[src/common/xpoint_regs.vh]
// Register offsets, field positions and routing patterns of the switch
`ifndef XPOINT_REGS_VH
`define XPOINT_REGS_VH

// ****************************************************************
// Register map (byte addresses)
// ****************************************************************
`define XP_ADDR_CTRL 8'h00
`define XP_ADDR_STAT 8'h04
`define XP_ADDR_FRMS 8'h08

// ****************************************************************
// Control register fields
// ****************************************************************
`define XP_CTRL_COL_LSB 0
`define XP_CTRL_ROW_LSB 4
`define XP_CTRL_RESYNC 8
`define XP_CTRL_RST 8'h00

// ****************************************************************
// Status register fields
// ****************************************************************
`define XP_STAT_MODE 0
`define XP_STAT_SEL_HI 1
`define XP_STAT_SEL_LO 2
`define XP_STAT_COMMIT 3
`define XP_STAT_BITS_LSB 4
`define XP_STAT_ROUTE_LSB 8
`define XP_STAT_LOAD_LSB 16
`define XP_STAT_CFG_LSB 24

// ****************************************************************
// Serial frame layout, sent least significant bit first
// ****************************************************************
`define XP_FRAME_BITS 16
`define XP_FRAME_LAST 4'hF
`define XP_ADDR_W 4
`define XP_COL_FIRST 4'h0
`define XP_COL_LAST 4'h3
`define XP_ROW_FIRST 4'h4
`define XP_ROW_LAST 4'h7
`define XP_ROUTE_LSB 8

// ****************************************************************
// Routing patterns: two-bit source code per output, output 1 lowest
// ****************************************************************
`define XP_ROUTE_DIST1 8'h00
`define XP_ROUTE_DIST2 8'h55
`define XP_ROUTE_REDUN 8'hA0
`define XP_ROUTE_BROAD 8'hE4
`define XP_CFG_RST 8'hE4

// ****************************************************************
// Serial clock limit kept by the controller
// ****************************************************************
`define XP_SCLK_MAX_MHZ 100

`endif

[src/design/crosspoint_mux.v]
// Four registered 4:1 selectors fed by synchronised shared inputs
module crosspoint_mux (
  // Clock and reset
  input wire clk_i,
  input wire rst_i,
  // Shared inputs, one bit per input port
  input wire [3:0] in_i,
  // Two-bit source code per output, output 1 lowest
  input wire [7:0] route_i,
  // Switched outputs
  output reg [3:0] out_o
);

  reg [3:0] in_meta_q;
  reg [3:0] in_sync_q;

  always @(posedge clk_i) begin
    if (rst_i) begin
      in_meta_q <= 4'h0;
      in_sync_q <= 4'h0;
    end else begin
      in_meta_q <= in_i;
      in_sync_q <= in_meta_q;
    end
  end

  // ****************************************************************
  // One selector per output, any input may feed several outputs
  // ****************************************************************
  genvar g;
  generate
    for (g = 0; g < 4; g = g + 1) begin : g_sel
      always @(posedge clk_i) begin
        if (rst_i) begin
          out_o[g] <= 1'b0;
        end else begin
          out_o[g] <= in_sync_q[route_i[2*g+1:2*g]];
        end
      end
    end
  endgenerate

endmodule // crosspoint_mux

[src/design/crosspoint_switch_control.v]
// Routing control of a 4x4 cross-point switch with serial and direct ports
//
// How it works
// Four independent 4:1 selectors; any input may feed any outputs.
// Mode pin low selects serial port, high selects direct select pins.
// In serial mode one commit updates all four outputs together.
// In direct mode routing follows decoded select pins without commit.
// Mode low, commit low: each serial clock rise shifts data in.
// Controller keeps serial clock at most 100 MHz, bursts only.
// Cascade data repeats input with column or row address decremented.
// Cascade data outputs change on serial clock rising edges.
// Mode low: cascade clock outputs copy the serial clock.
// Commit high at serial clock rise copies load into configuration.
// Commit held high repeats the copy at every serial clock rise.
// Commit uses last valid frame; routing follows configuration at once.
// Mode high: serial clock ignored, cascade clocks held low.
// Select pins ignored in serial mode; select high doubles as data.
// Direct 00 routes input 1, 01 routes input 2 to all.
// Direct 10: input 1 to outputs 1,2; input 3 to 3,4.
// Direct 11: each input to the output of same index.
// Frame: column, row address, then two-bit codes; valid on match.
// Registers start at straight routing until the first commit.
//
// Added by the designer: the register offsets and register access over Wishbone.
`include "xpoint_regs.vh"

module crosspoint_switch_control (
  // Clock and reset
  input wire clk_i,
  input wire rst_i,
  // Wishbone slave
  input wire cyc_i,
  input wire stb_i,
  input wire we_i,
  input wire [7:0] adr_i,
  input wire [3:0] sel_i,
  input wire [31:0] dat_i,
  output reg [31:0] dat_o,
  output reg ack_o,
  // Control pins
  input wire mode_i,
  input wire serial_clock_i,
  input wire serial_in_or_select_hi_i,
  input wire select_lo_i,
  input wire commit_i,
  // Cascade outputs
  output reg column_cascade_data_out_o,
  output reg row_cascade_data_out_o,
  output reg column_cascade_clock_out_o,
  output reg row_cascade_clock_out_o,
  output reg buffered_clock_out_o,
  // Data path
  input wire input_port_1_i,
  input wire input_port_2_i,
  input wire input_port_3_i,
  input wire input_port_4_i,
  output wire output_port_1_o,
  output wire output_port_2_o,
  output wire output_port_3_o,
  output wire output_port_4_o
);

  // ****************************************************************
  // Pin synchronisers
  // ****************************************************************
  reg [4:0] pin_meta_q;
  reg [4:0] pin_sync_q;
  reg sclk_prev_q;

  always @(posedge clk_i) begin
    if (rst_i) begin
      pin_meta_q <= 5'h00;
      pin_sync_q <= 5'h00;
      sclk_prev_q <= 1'b0;
    end else begin
      pin_meta_q <= {commit_i, select_lo_i, serial_in_or_select_hi_i,
                     serial_clock_i, mode_i};
      pin_sync_q <= pin_meta_q;
      sclk_prev_q <= pin_sync_q[1];
    end
  end

  wire mode_s = pin_sync_q[0];
  wire sclk_s = pin_sync_q[1];
  wire sdata_s = pin_sync_q[2];
  wire sel_lo_s = pin_sync_q[3];
  wire commit_s = pin_sync_q[4];

  // Internal serial clock edge, seen only in serial mode
  wire sclk_rise = sclk_s & ~sclk_prev_q & ~mode_s;
  wire shift_en = sclk_rise & ~commit_s;
  wire commit_en = sclk_rise & commit_s;

  // ****************************************************************
  // Register interface state
  // ****************************************************************
  reg [7:0] ctrl_q;
  reg [7:0] frames_q;
  reg resync_q;

  wire [3:0] own_col = ctrl_q[`XP_CTRL_COL_LSB +: `XP_ADDR_W];
  wire [3:0] own_row = ctrl_q[`XP_CTRL_ROW_LSB +: `XP_ADDR_W];

  // ****************************************************************
  // Frame receiver
  // ****************************************************************
  reg [15:0] shift_q;
  reg [3:0] bit_cnt_q;
  reg [7:0] load_q;
  reg [7:0] cfg_q;
  reg col_borrow_q;
  reg row_borrow_q;

  wire [15:0] shift_d = {sdata_s, shift_q[15:1]};
  wire frame_done = shift_en && (bit_cnt_q == `XP_FRAME_LAST);
  wire frame_match =
    (shift_d[`XP_COL_LAST:`XP_COL_FIRST] == own_col) &&
    (shift_d[`XP_ROW_LAST:`XP_ROW_FIRST] == own_row);

  always @(posedge clk_i) begin
    if (rst_i) begin
      shift_q <= 16'h0000;
      bit_cnt_q <= 4'h0;
      load_q <= `XP_CFG_RST;
      cfg_q <= `XP_CFG_RST;
      frames_q <= 8'h00;
    end else begin
      if (mode_s || resync_q) begin
        bit_cnt_q <= 4'h0;
      end else if (shift_en) begin
        bit_cnt_q <= bit_cnt_q + 4'h1;
      end
      if (shift_en) begin
        shift_q <= shift_d;
      end
      if (frame_done && frame_match) begin
        load_q <= shift_d[15:`XP_ROUTE_LSB];
        frames_q <= frames_q + 8'h01;
      end
      if (commit_en) begin
        cfg_q <= load_q;
      end
    end
  end

  // ****************************************************************
  // Cascade outputs with on-the-fly address decrement
  // ****************************************************************
  wire in_col = (bit_cnt_q <= `XP_COL_LAST);
  wire in_row = (bit_cnt_q >= `XP_ROW_FIRST) &&
                (bit_cnt_q <= `XP_ROW_LAST);
  wire col_borrow = (bit_cnt_q == `XP_COL_FIRST) ? 1'b1 : col_borrow_q;
  wire row_borrow = (bit_cnt_q == `XP_ROW_FIRST) ? 1'b1 : row_borrow_q;

  always @(posedge clk_i) begin
    if (rst_i) begin
      column_cascade_data_out_o <= 1'b0;
      row_cascade_data_out_o <= 1'b0;
      col_borrow_q <= 1'b0;
      row_borrow_q <= 1'b0;
    end else if (shift_en) begin
      // Serial subtract of one, least significant bit first
      if (in_col) begin
        column_cascade_data_out_o <= sdata_s ^ col_borrow;
        col_borrow_q <= col_borrow & ~sdata_s;
      end else begin
        column_cascade_data_out_o <= sdata_s;
      end
      if (in_row) begin
        row_cascade_data_out_o <= sdata_s ^ row_borrow;
        row_borrow_q <= row_borrow & ~sdata_s;
      end else begin
        row_cascade_data_out_o <= sdata_s;
      end
    end
  end

  // Cascade clocks follow the sampled serial clock, low in direct mode
  always @(posedge clk_i) begin
    if (rst_i) begin
      column_cascade_clock_out_o <= 1'b0;
      row_cascade_clock_out_o <= 1'b0;
      buffered_clock_out_o <= 1'b0;
    end else begin
      column_cascade_clock_out_o <= sclk_s & ~mode_s;
      row_cascade_clock_out_o <= sclk_s & ~mode_s;
      buffered_clock_out_o <= sclk_s & ~mode_s;
    end
  end

  // ****************************************************************
  // Route selection
  // ****************************************************************
  reg [7:0] direct_route;
  reg [7:0] route_q;

  always @* begin
    case ({sdata_s, sel_lo_s})
      2'b00: direct_route = `XP_ROUTE_DIST1;
      2'b01: direct_route = `XP_ROUTE_DIST2;
      2'b10: direct_route = `XP_ROUTE_REDUN;
      2'b11: direct_route = `XP_ROUTE_BROAD;
      default: direct_route = `XP_ROUTE_BROAD;
    endcase
  end

  always @(posedge clk_i) begin
    if (rst_i) begin
      route_q <= `XP_CFG_RST;
    end else if (mode_s) begin
      route_q <= direct_route;
    end else begin
      route_q <= cfg_q;
    end
  end

  crosspoint_mux u_mux (
    .clk_i(clk_i),
    .rst_i(rst_i),
    .in_i({input_port_4_i, input_port_3_i, input_port_2_i, input_port_1_i}),
    .route_i(route_q),
    .out_o({output_port_4_o, output_port_3_o, output_port_2_o,
            output_port_1_o})
  );

  // ****************************************************************
  // Wishbone slave
  // ****************************************************************
  wire req = cyc_i & stb_i;
  reg [31:0] rd_data;

  always @* begin
    rd_data = 32'h00000000;
    case (adr_i)
      `XP_ADDR_CTRL: rd_data[7:0] = ctrl_q;
      `XP_ADDR_STAT: begin
        rd_data[`XP_STAT_MODE] = mode_s;
        rd_data[`XP_STAT_SEL_HI] = sdata_s;
        rd_data[`XP_STAT_SEL_LO] = sel_lo_s;
        rd_data[`XP_STAT_COMMIT] = commit_s;
        rd_data[`XP_STAT_BITS_LSB +: 4] = bit_cnt_q;
        rd_data[`XP_STAT_ROUTE_LSB +: 8] = route_q;
        rd_data[`XP_STAT_LOAD_LSB +: 8] = load_q;
        rd_data[`XP_STAT_CFG_LSB +: 8] = cfg_q;
      end
      `XP_ADDR_FRMS: rd_data[7:0] = frames_q;
      default: rd_data = 32'h00000000;
    endcase
  end

  // Answer one cycle after the request; writes land on the ack edge
  always @(posedge clk_i) begin
    if (rst_i) begin
      ack_o <= 1'b0;
      dat_o <= 32'h00000000;
      ctrl_q <= `XP_CTRL_RST;
      resync_q <= 1'b0;
    end else begin
      ack_o <= req & ~ack_o;
      resync_q <= 1'b0;
      if (req & ~ack_o) begin
        dat_o <= rd_data;
      end
      if (req && ack_o && we_i && (adr_i == `XP_ADDR_CTRL)) begin
        if (sel_i[0]) begin
          ctrl_q <= dat_i[7:0];
        end
        if (sel_i[1]) begin
          resync_q <= dat_i[`XP_CTRL_RESYNC];
        end
      end
    end
  end

endmodule // crosspoint_switch_control

[config.mk]
export PLATFORM = sky130hd
export DESIGN_NAME = crosspoint_switch_control
export DESIGN_NICKNAME = d
export VERILOG_FILES = /design/src/design/crosspoint_mux.v /design/src/design/crosspoint_switch_control.v
export VERILOG_INCLUDE_DIRS = /design/src /design/src/common
export SDC_FILE = /design/constraint.sdc
export NUM_CORES = 1
export LEC_CHECK = 0
export BUFFER_PORTS_ARGS = -buffer_cell sky130_fd_sc_hd__buf_2
export CORE_UTILIZATION = 45
export CTS_CLUSTER_DIAMETER = 60
export DETAILED_ROUTE_END_ITERATION = 8
export PLACE_DENSITY = 0.68
export SLEW_MARGIN = 20
export SYNTH_ARGS = -nofsm -noshare
export SYNTH_HDL_FRONTEND = slang
export SYNTH_SLANG_ARGS = --single-unit
[constraint.sdc]
create_clock -name clk_i -period 2.65 [get_ports clk_i]
set_clock_uncertainty 0.1 [all_clocks]
set_input_delay 0.1325 -clock clk_i [delete_from_list [all_inputs] [get_ports clk_i]]
set_output_delay 0.1325 -clock clk_i [all_outputs]
set_load 0.01 [all_outputs]
# Yosys cells after proc, flatten, opt, wreduce, memory -nomap -nowiden
# Cells that the tools add are included.
[op_classes]
n_addsub = 2
mul = 0
n_div = 0
n_lt_le_gt_ge = 7
eq_ne = 9
shifts = 0
n_mux = 16
n_bitwise = 18
n_reduce_logical = 16
[op_table]
columns = ["operator", "n"]
rows = [
  ["one-hot mux 8 bit (4 select lines)", 1],
  ["two-way mux 24 bit", 1],
  ["one-hot mux 8 bit (3 select lines)", 1],
  ["< comparator 2 x 3 -> 1 bit, second input constant", 4],
  ["bitwise AND 1 bit", 9],
  ["adder 8 x 1 -> 8 bit, second input constant", 1],
  ["binary-select mux 1 bit (select 2 bit)", 4],
  ["== test 4 bit", 2],
  ["== test 8 x 3 -> 1 bit, second input constant", 1],
  ["== test 8 x 4 -> 1 bit, second input constant", 1],
  ["logical NOT 8 bit", 1],
  ["two-way mux 1 bit", 8],
  ["two-way mux 8 bit", 1],
  ["logical AND 1 bit", 7],
  ["inverter 1 bit", 7],
  ["AND reduction 2 bit", 3],
  ["adder 4 x 1 -> 4 bit, second input constant", 1],
  ["== test 2 bit, second input constant", 2],
  ["== test 4 x 3 -> 1 bit, second input constant", 1],
  ["== test 4 bit, second input constant", 1],
  ["greater-or-equal comparator 4 x 3 -> 1 bit, second input constant", 1],
  ["<= comparator 4 x 2 -> 1 bit, second input constant", 1],
  ["<= comparator 4 x 3 -> 1 bit, second input constant", 1],
  ["logical NOT 4 bit", 1],
  ["other kinds (6)", 7],
]
[word_totals]
reg_bits = 122
latchBits = 0
ram_bits = 0
romBits = 0
input_bits = 58
n_memories = 0

# Longest topological paths before layout
[logic_depth]
word_depth = 6
depth_mapped = 7
depth_no_buf = 7

# Hierarchy
# From an unflattened synthesis, not the netlist that was laid out.
[hier_totals]
cells_unflattened = 502
hier_area_um2 = 4819.6
[by_module_without_submodules]
columns = ["mod", "n_inst", "cells_each", "area_per_inst_um2"]
rows = [
  ["crosspoint_switch_control", 1, 473, 4386.7],
  ["crosspoint_mux", 1, 29, 432.9],
]

# Least setup slack after synthesis
# No wires, ideal clock.
[synth_timing]
path_type = "register to register"
start = "register pin_sync_q[0]"
end = "register frames_q[0]"
setup_ns = 0.123
t_arrival_ns = 1.627
slack_ns = 0.800
path_stages_with_launch = 6
path_buffers = 1
cell_sequence = "dfxtp_1 > nor4b_2 > nand2_1 > nor4_1 > buf_4 > mux2_1"
[synth_via]
elab_chain_len = 5
[synth_lines]
columns = ["item", "line", "text"]
rows = [
  ["from (decl)", "crosspoint_switch_control.v:67", "reg [4:0] pin_sync_q;"],
  ["from (signal assigned)", "crosspoint_switch_control.v:78", "pin_sync_q <= pin_meta_q;"],
  ["inverter 1 bit", "crosspoint_switch_control.v:90", "wire sclk_rise = sclk_s & ~sclk_prev_q & ~mode_s;"],
  ["bitwise AND 1 bit", "crosspoint_switch_control.v:90", ""],
  ["bitwise AND 1 bit", "crosspoint_switch_control.v:91", "wire shift_en = sclk_rise & ~commit_s;"],
  ["logical AND 1 bit", "crosspoint_switch_control.v:115", "wire frame_done = shift_en && (bit_cnt_q == `XP_FRAME_LAST);"],
  ["logical AND 1 bit", "crosspoint_switch_control.v:136", "if (frame_done && frame_match) begin"],
  ["to (signal assigned)", "crosspoint_switch_control.v:138", "frames_q <= frames_q + 8'h01;"],
  ["to (decl)", "crosspoint_switch_control.v:98", "reg [7:0] frames_q;"],
]
# Every way passes these cells.
# A chain may end at the register's enable or synchronous reset.

# Final worst setup path
[layout_timing]
start = "register ack_o"
end = "register ctrl_q[1]"
[layout_via]
elab_chain_len = 4
[layout_lines]
columns = ["item", "line", "text"]
rows = [
  ["from (decl)", "crosspoint_switch_control.v:39", "output reg ack_o,"],
  ["from (signal assigned)", "crosspoint_switch_control.v:259", "ack_o <= req & ~ack_o;"],
  ["logical AND 1 bit (3 in series)", "crosspoint_switch_control.v:264", "if (req && ack_o && we_i && (adr_i == `XP_ADDR_CTRL)) begin"],
  ["AND reduction 2 bit (no source line)", "n/a", ""],
  ["to (signal assigned)", "crosspoint_switch_control.v:256", "ctrl_q <= `XP_CTRL_RST;"],
  ["to (signal assigned)", "crosspoint_switch_control.v:266", "ctrl_q <= dat_i[7:0];"],
  ["to (decl)", "crosspoint_switch_control.v:97", "reg [7:0] ctrl_q;"],
]
# Every way passes these cells.

==> flow_summary.yaml <==
outcome:
  outcome: "finished clean"
setup_path:
  cp_top_family: "buffers and inverters"
  endpoint_kind: "flip-flop"
  path_common_cell: "dlygate4sd3_1"
  cp_max_fo: 8
  crit_path_start_kind: "flip-flop"
  arrival_ps: 2900
  cp_num_cells: 7
  critPathBufInv: 3
  critPathSlowestCell: "dlygate4sd3_1"
  critPathRequiredTime_ps: 3010
  crit_chain: "nand4_1 > nor4_4 > buf_4 > nand3_1 > dlygate4sd3_1 > a21oi_1 > dlygate4sd3_1"
  worstSetupPathType: "flip-flop to flip-flop"
  cpPeakStageDelay_ps: 580
  ff2ff_path_depth: 7
sta:
  max-slew-margin-rel_pct: 56.4
  fin_tns_setup_ps: 0
  fin_crit_ps: 2540
  hold_violations: 0
  drv_slew: 0
  setup_viol: 0
  setup_slack_ps: 111
  max_freq_mhz: 394
  fin_crit_sh_pct: 95.8
  rsz0062_at_grt: "false"
  worst_pin_slew_ps: 654
cts:
  cts_made_buffers: 17
  insertion_delay_ps: 520
  h-tree-depth: 4
  cts_tree: "yes"
  path_clk_slew_ps: 60
  cts_resized: 0
  clkSinkCount: 121
  max-clock-path-buffers: 2
  cts-root-buf: "clkbuf_8"
yosys:
  synth.top_cell.area_share_pct: 50.5
  synth-xor-area-share_pct: 1.83
  synthCells: 502
  synthSimpleGateAreaFrac_pct: 20.8
  synth_nets: 565
  synth_area_leaders: "dfxtp_1 (50%), a22oi_1 (5.0%), nand2_1 (4.5%)"
  syn_area_per_cell_um2: 9.56
  yosys.area_share.adder_pct: 1.30
  yosysUniqueCellTypes: 43
  syn_area_um2: 4800
  synth_area_leader_cell: "dfxtp_1"
  synth_warnings: 0
  synth_compound_area_share_pct: 13.6
  synthMuxAreaShare_pct: 7.90
  synth-seq-cells: 121
  synth_top_family_by_area: "simple AND/OR/NAND/NOR gates"
  ys_seq_area_share_pct: 50.5
power:
  static-leakage-power_nw: 2.47
  vdd_drop_max_mv: 0.418
  powerDensity_nw_per_um2: 726
placement:
  dpl.hpwl_um: 7080
  dp_slack_ps: 458
  dpl-instance-area_um2: 5260
  io_buffer_count: 74
  gp_congestion: 0.803
die:
  die_x_um: 105
  core_area_um2: 10300
  row_count: 37
  die_y_um: 105
  ios: 100
  dieArea_um2: 11100
  initial_core_util_pct: 46.5
final_layout:
  diodes: 0
  drive_gt1_share_pct: 22.2
  area_delta_synth_final_pct: 30.6
  stdcell_area_um2: 6260
  nets: 668
  final_cell_mix: "dfxtp_1 (121), buf_2 (73), nand2_1 (58), nor2_1 (56), dlygate4sd3_1 (35)"
  final_common_cell: "dfxtp_1"
min_path:
  hp-class: "input port to flip-flop"
  whs_path_depth: 4
global_route:
  antenna_found_initial: 0
  grt_use_total_pct: 21.6
  grt_pass1_wl_um: 18800
  grt_pass1_vias: 3827
  grt-ovfl-total: 0
  grt_max_degree: 51
routing:
  vias_per_cell: 5.27
  m1WireLength_um: 5170
  dr.pass1.iters: 5
  drc: 0
  ant_nets: 0
  wl_per_cell_um: 15.1
  drt_iter0_drc: 286
  wl_um: 11400
  num_vias: 3967
  wl_met2_um: 5630
  highest_layer: "met4"
  met3_length_um: 427
run:
  cap_violations: 0
==> repair_timing <==
| item | 4_1_cts | 5_1_grt |
|---|---|---|
| hold endpoints to repair | 33 | 0 |
| endpoints found under the setup margin | 0 | 7 |
| hold buffers | 35 | 0 |
| buffers inserted | 0 | 1 |
==> where the power goes <==
| group | internal [mW] | total, mW | leakage, nW | switching, mW |
|---|---|---|---|---|
| Combinational | 0.0745 | 0.175 | 1.18 | 0.101 |
| Sequential | 1.84 | 1.86 | 0.980 | 0.0165 |
| Clock | 1.65 | 2.51 | 0.308 | 0.857 |
==> worst reg2reg max path: stages (launching register included) <==
cell and delay [ps]:
dfxtp_1 340, nand4_1 210, nor4_4 260, buf_4 200, nand3_1 90, dlygate4sd3_1 570
a21oi_1 130, dlygate4sd3_1 580
==> logic make-up (layout without fill, tap and decap cells) <==
kind of cell | after synthesis | after routing
AND/OR/NAND/NOR | 198 | 198
flip-flops | 121 | 121
AO/OA/AOI/OAI | 94 | 94
buffers and inverters | 42 | 157
multiplexers | 32 | 32
XOR/XNOR | 10 | 10
adder cells (fa/ha/maj) | 5 | 5
==> sequential cells by signal, summed over array words and instances (netlist names) <==
register                   count
dat_o                         32
shift_q                       15
cfg_q                          8
ctrl_q                         8
frames_q                       8
load_q                         8
route_q                        8
pin_meta_q                     5
pin_sync_q                     5
bit_cnt_q                      4
u_mux.in_meta_q                4
u_mux.in_sync_q                4
u_mux.out_o                    4
ack_o                          1
buffered_clock_out_o           1
col_borrow_q                   1
column_cascade_data_out_o      1
resync_q                       1
row_borrow_q                   1
row_cascade_data_out_o         1
sclk_prev_q                    1
==> worst paths after layout <==
kind / start / to / slack [ps]
worst min register to register: u_mux.in_meta_q[2] / u_mux.in_sync_q[2] / 340
worst max-delay path: ack_o / ctrl_q[1] / 110
worst max register to register: ack_o / ctrl_q[1] / 110
worst min-delay path: adr_i[3] / dat_o[7] / 20
==> final cells by class <==
type                       count  area [um^2]
clock buffer                  18          428
clock inverter                13          218
fill                         855         4060
inverter                       9         38.8
multi-input combinational    339         2200
sequential                   121         2420
tap                          136          170
timing repair buffer         117          783
==> synth_stat cells (all sizes together) <==
cell type / count
or2: 2
mux4: 4
a2111oi: 1
nor2b: 28
nor4bb: 1
mux2i: 21
a21oi: 33
or4b: 1
and2: 8
nand2b: 3
o21ai: 12
a22oi: 32
inv: 9
nor3: 1
or4: 2
nand3b: 1
dfxtp: 121
mux2: 7
and3: 2
clkbuf: 19
nand4: 6
nand2: 58
xor2: 2
nor4b: 1
nand3: 16
buf: 14
a21o: 2
o211ai: 6
xnor2: 8
nor4: 9
o2bb2ai: 8
and4: 2
ha: 5
or3: 1
nor2: 56
==> through the flow <==
| step | hold slack, ps | instances | power (mW) | utilization, % |
|---|---|---|---|---|
| after floorplan | 161 | 502 | 1.99 | - |
| after global placement | 241 | 686 | 2.04 | 51.0 |
| after detailed placement | 245 | 686 | 2.05 | 51.0 |
| after CTS | 0.592 | 752 | 4.56 | 60.6 |
| after global routing | 47.6 | 753 | 4.67 | 60.7 |
| final | 21.8 | 753 | 4.54 | 60.7 |
==> per-layer routing <==
metal  vias to the layer above  track usage (%)
met5                         -                0
met4                         0             6.84
met3                        12             5.75
met2                        87             35.9
met1                      1909             27.4
li1                       1959                -
Power figures use the tool's default switching activity.
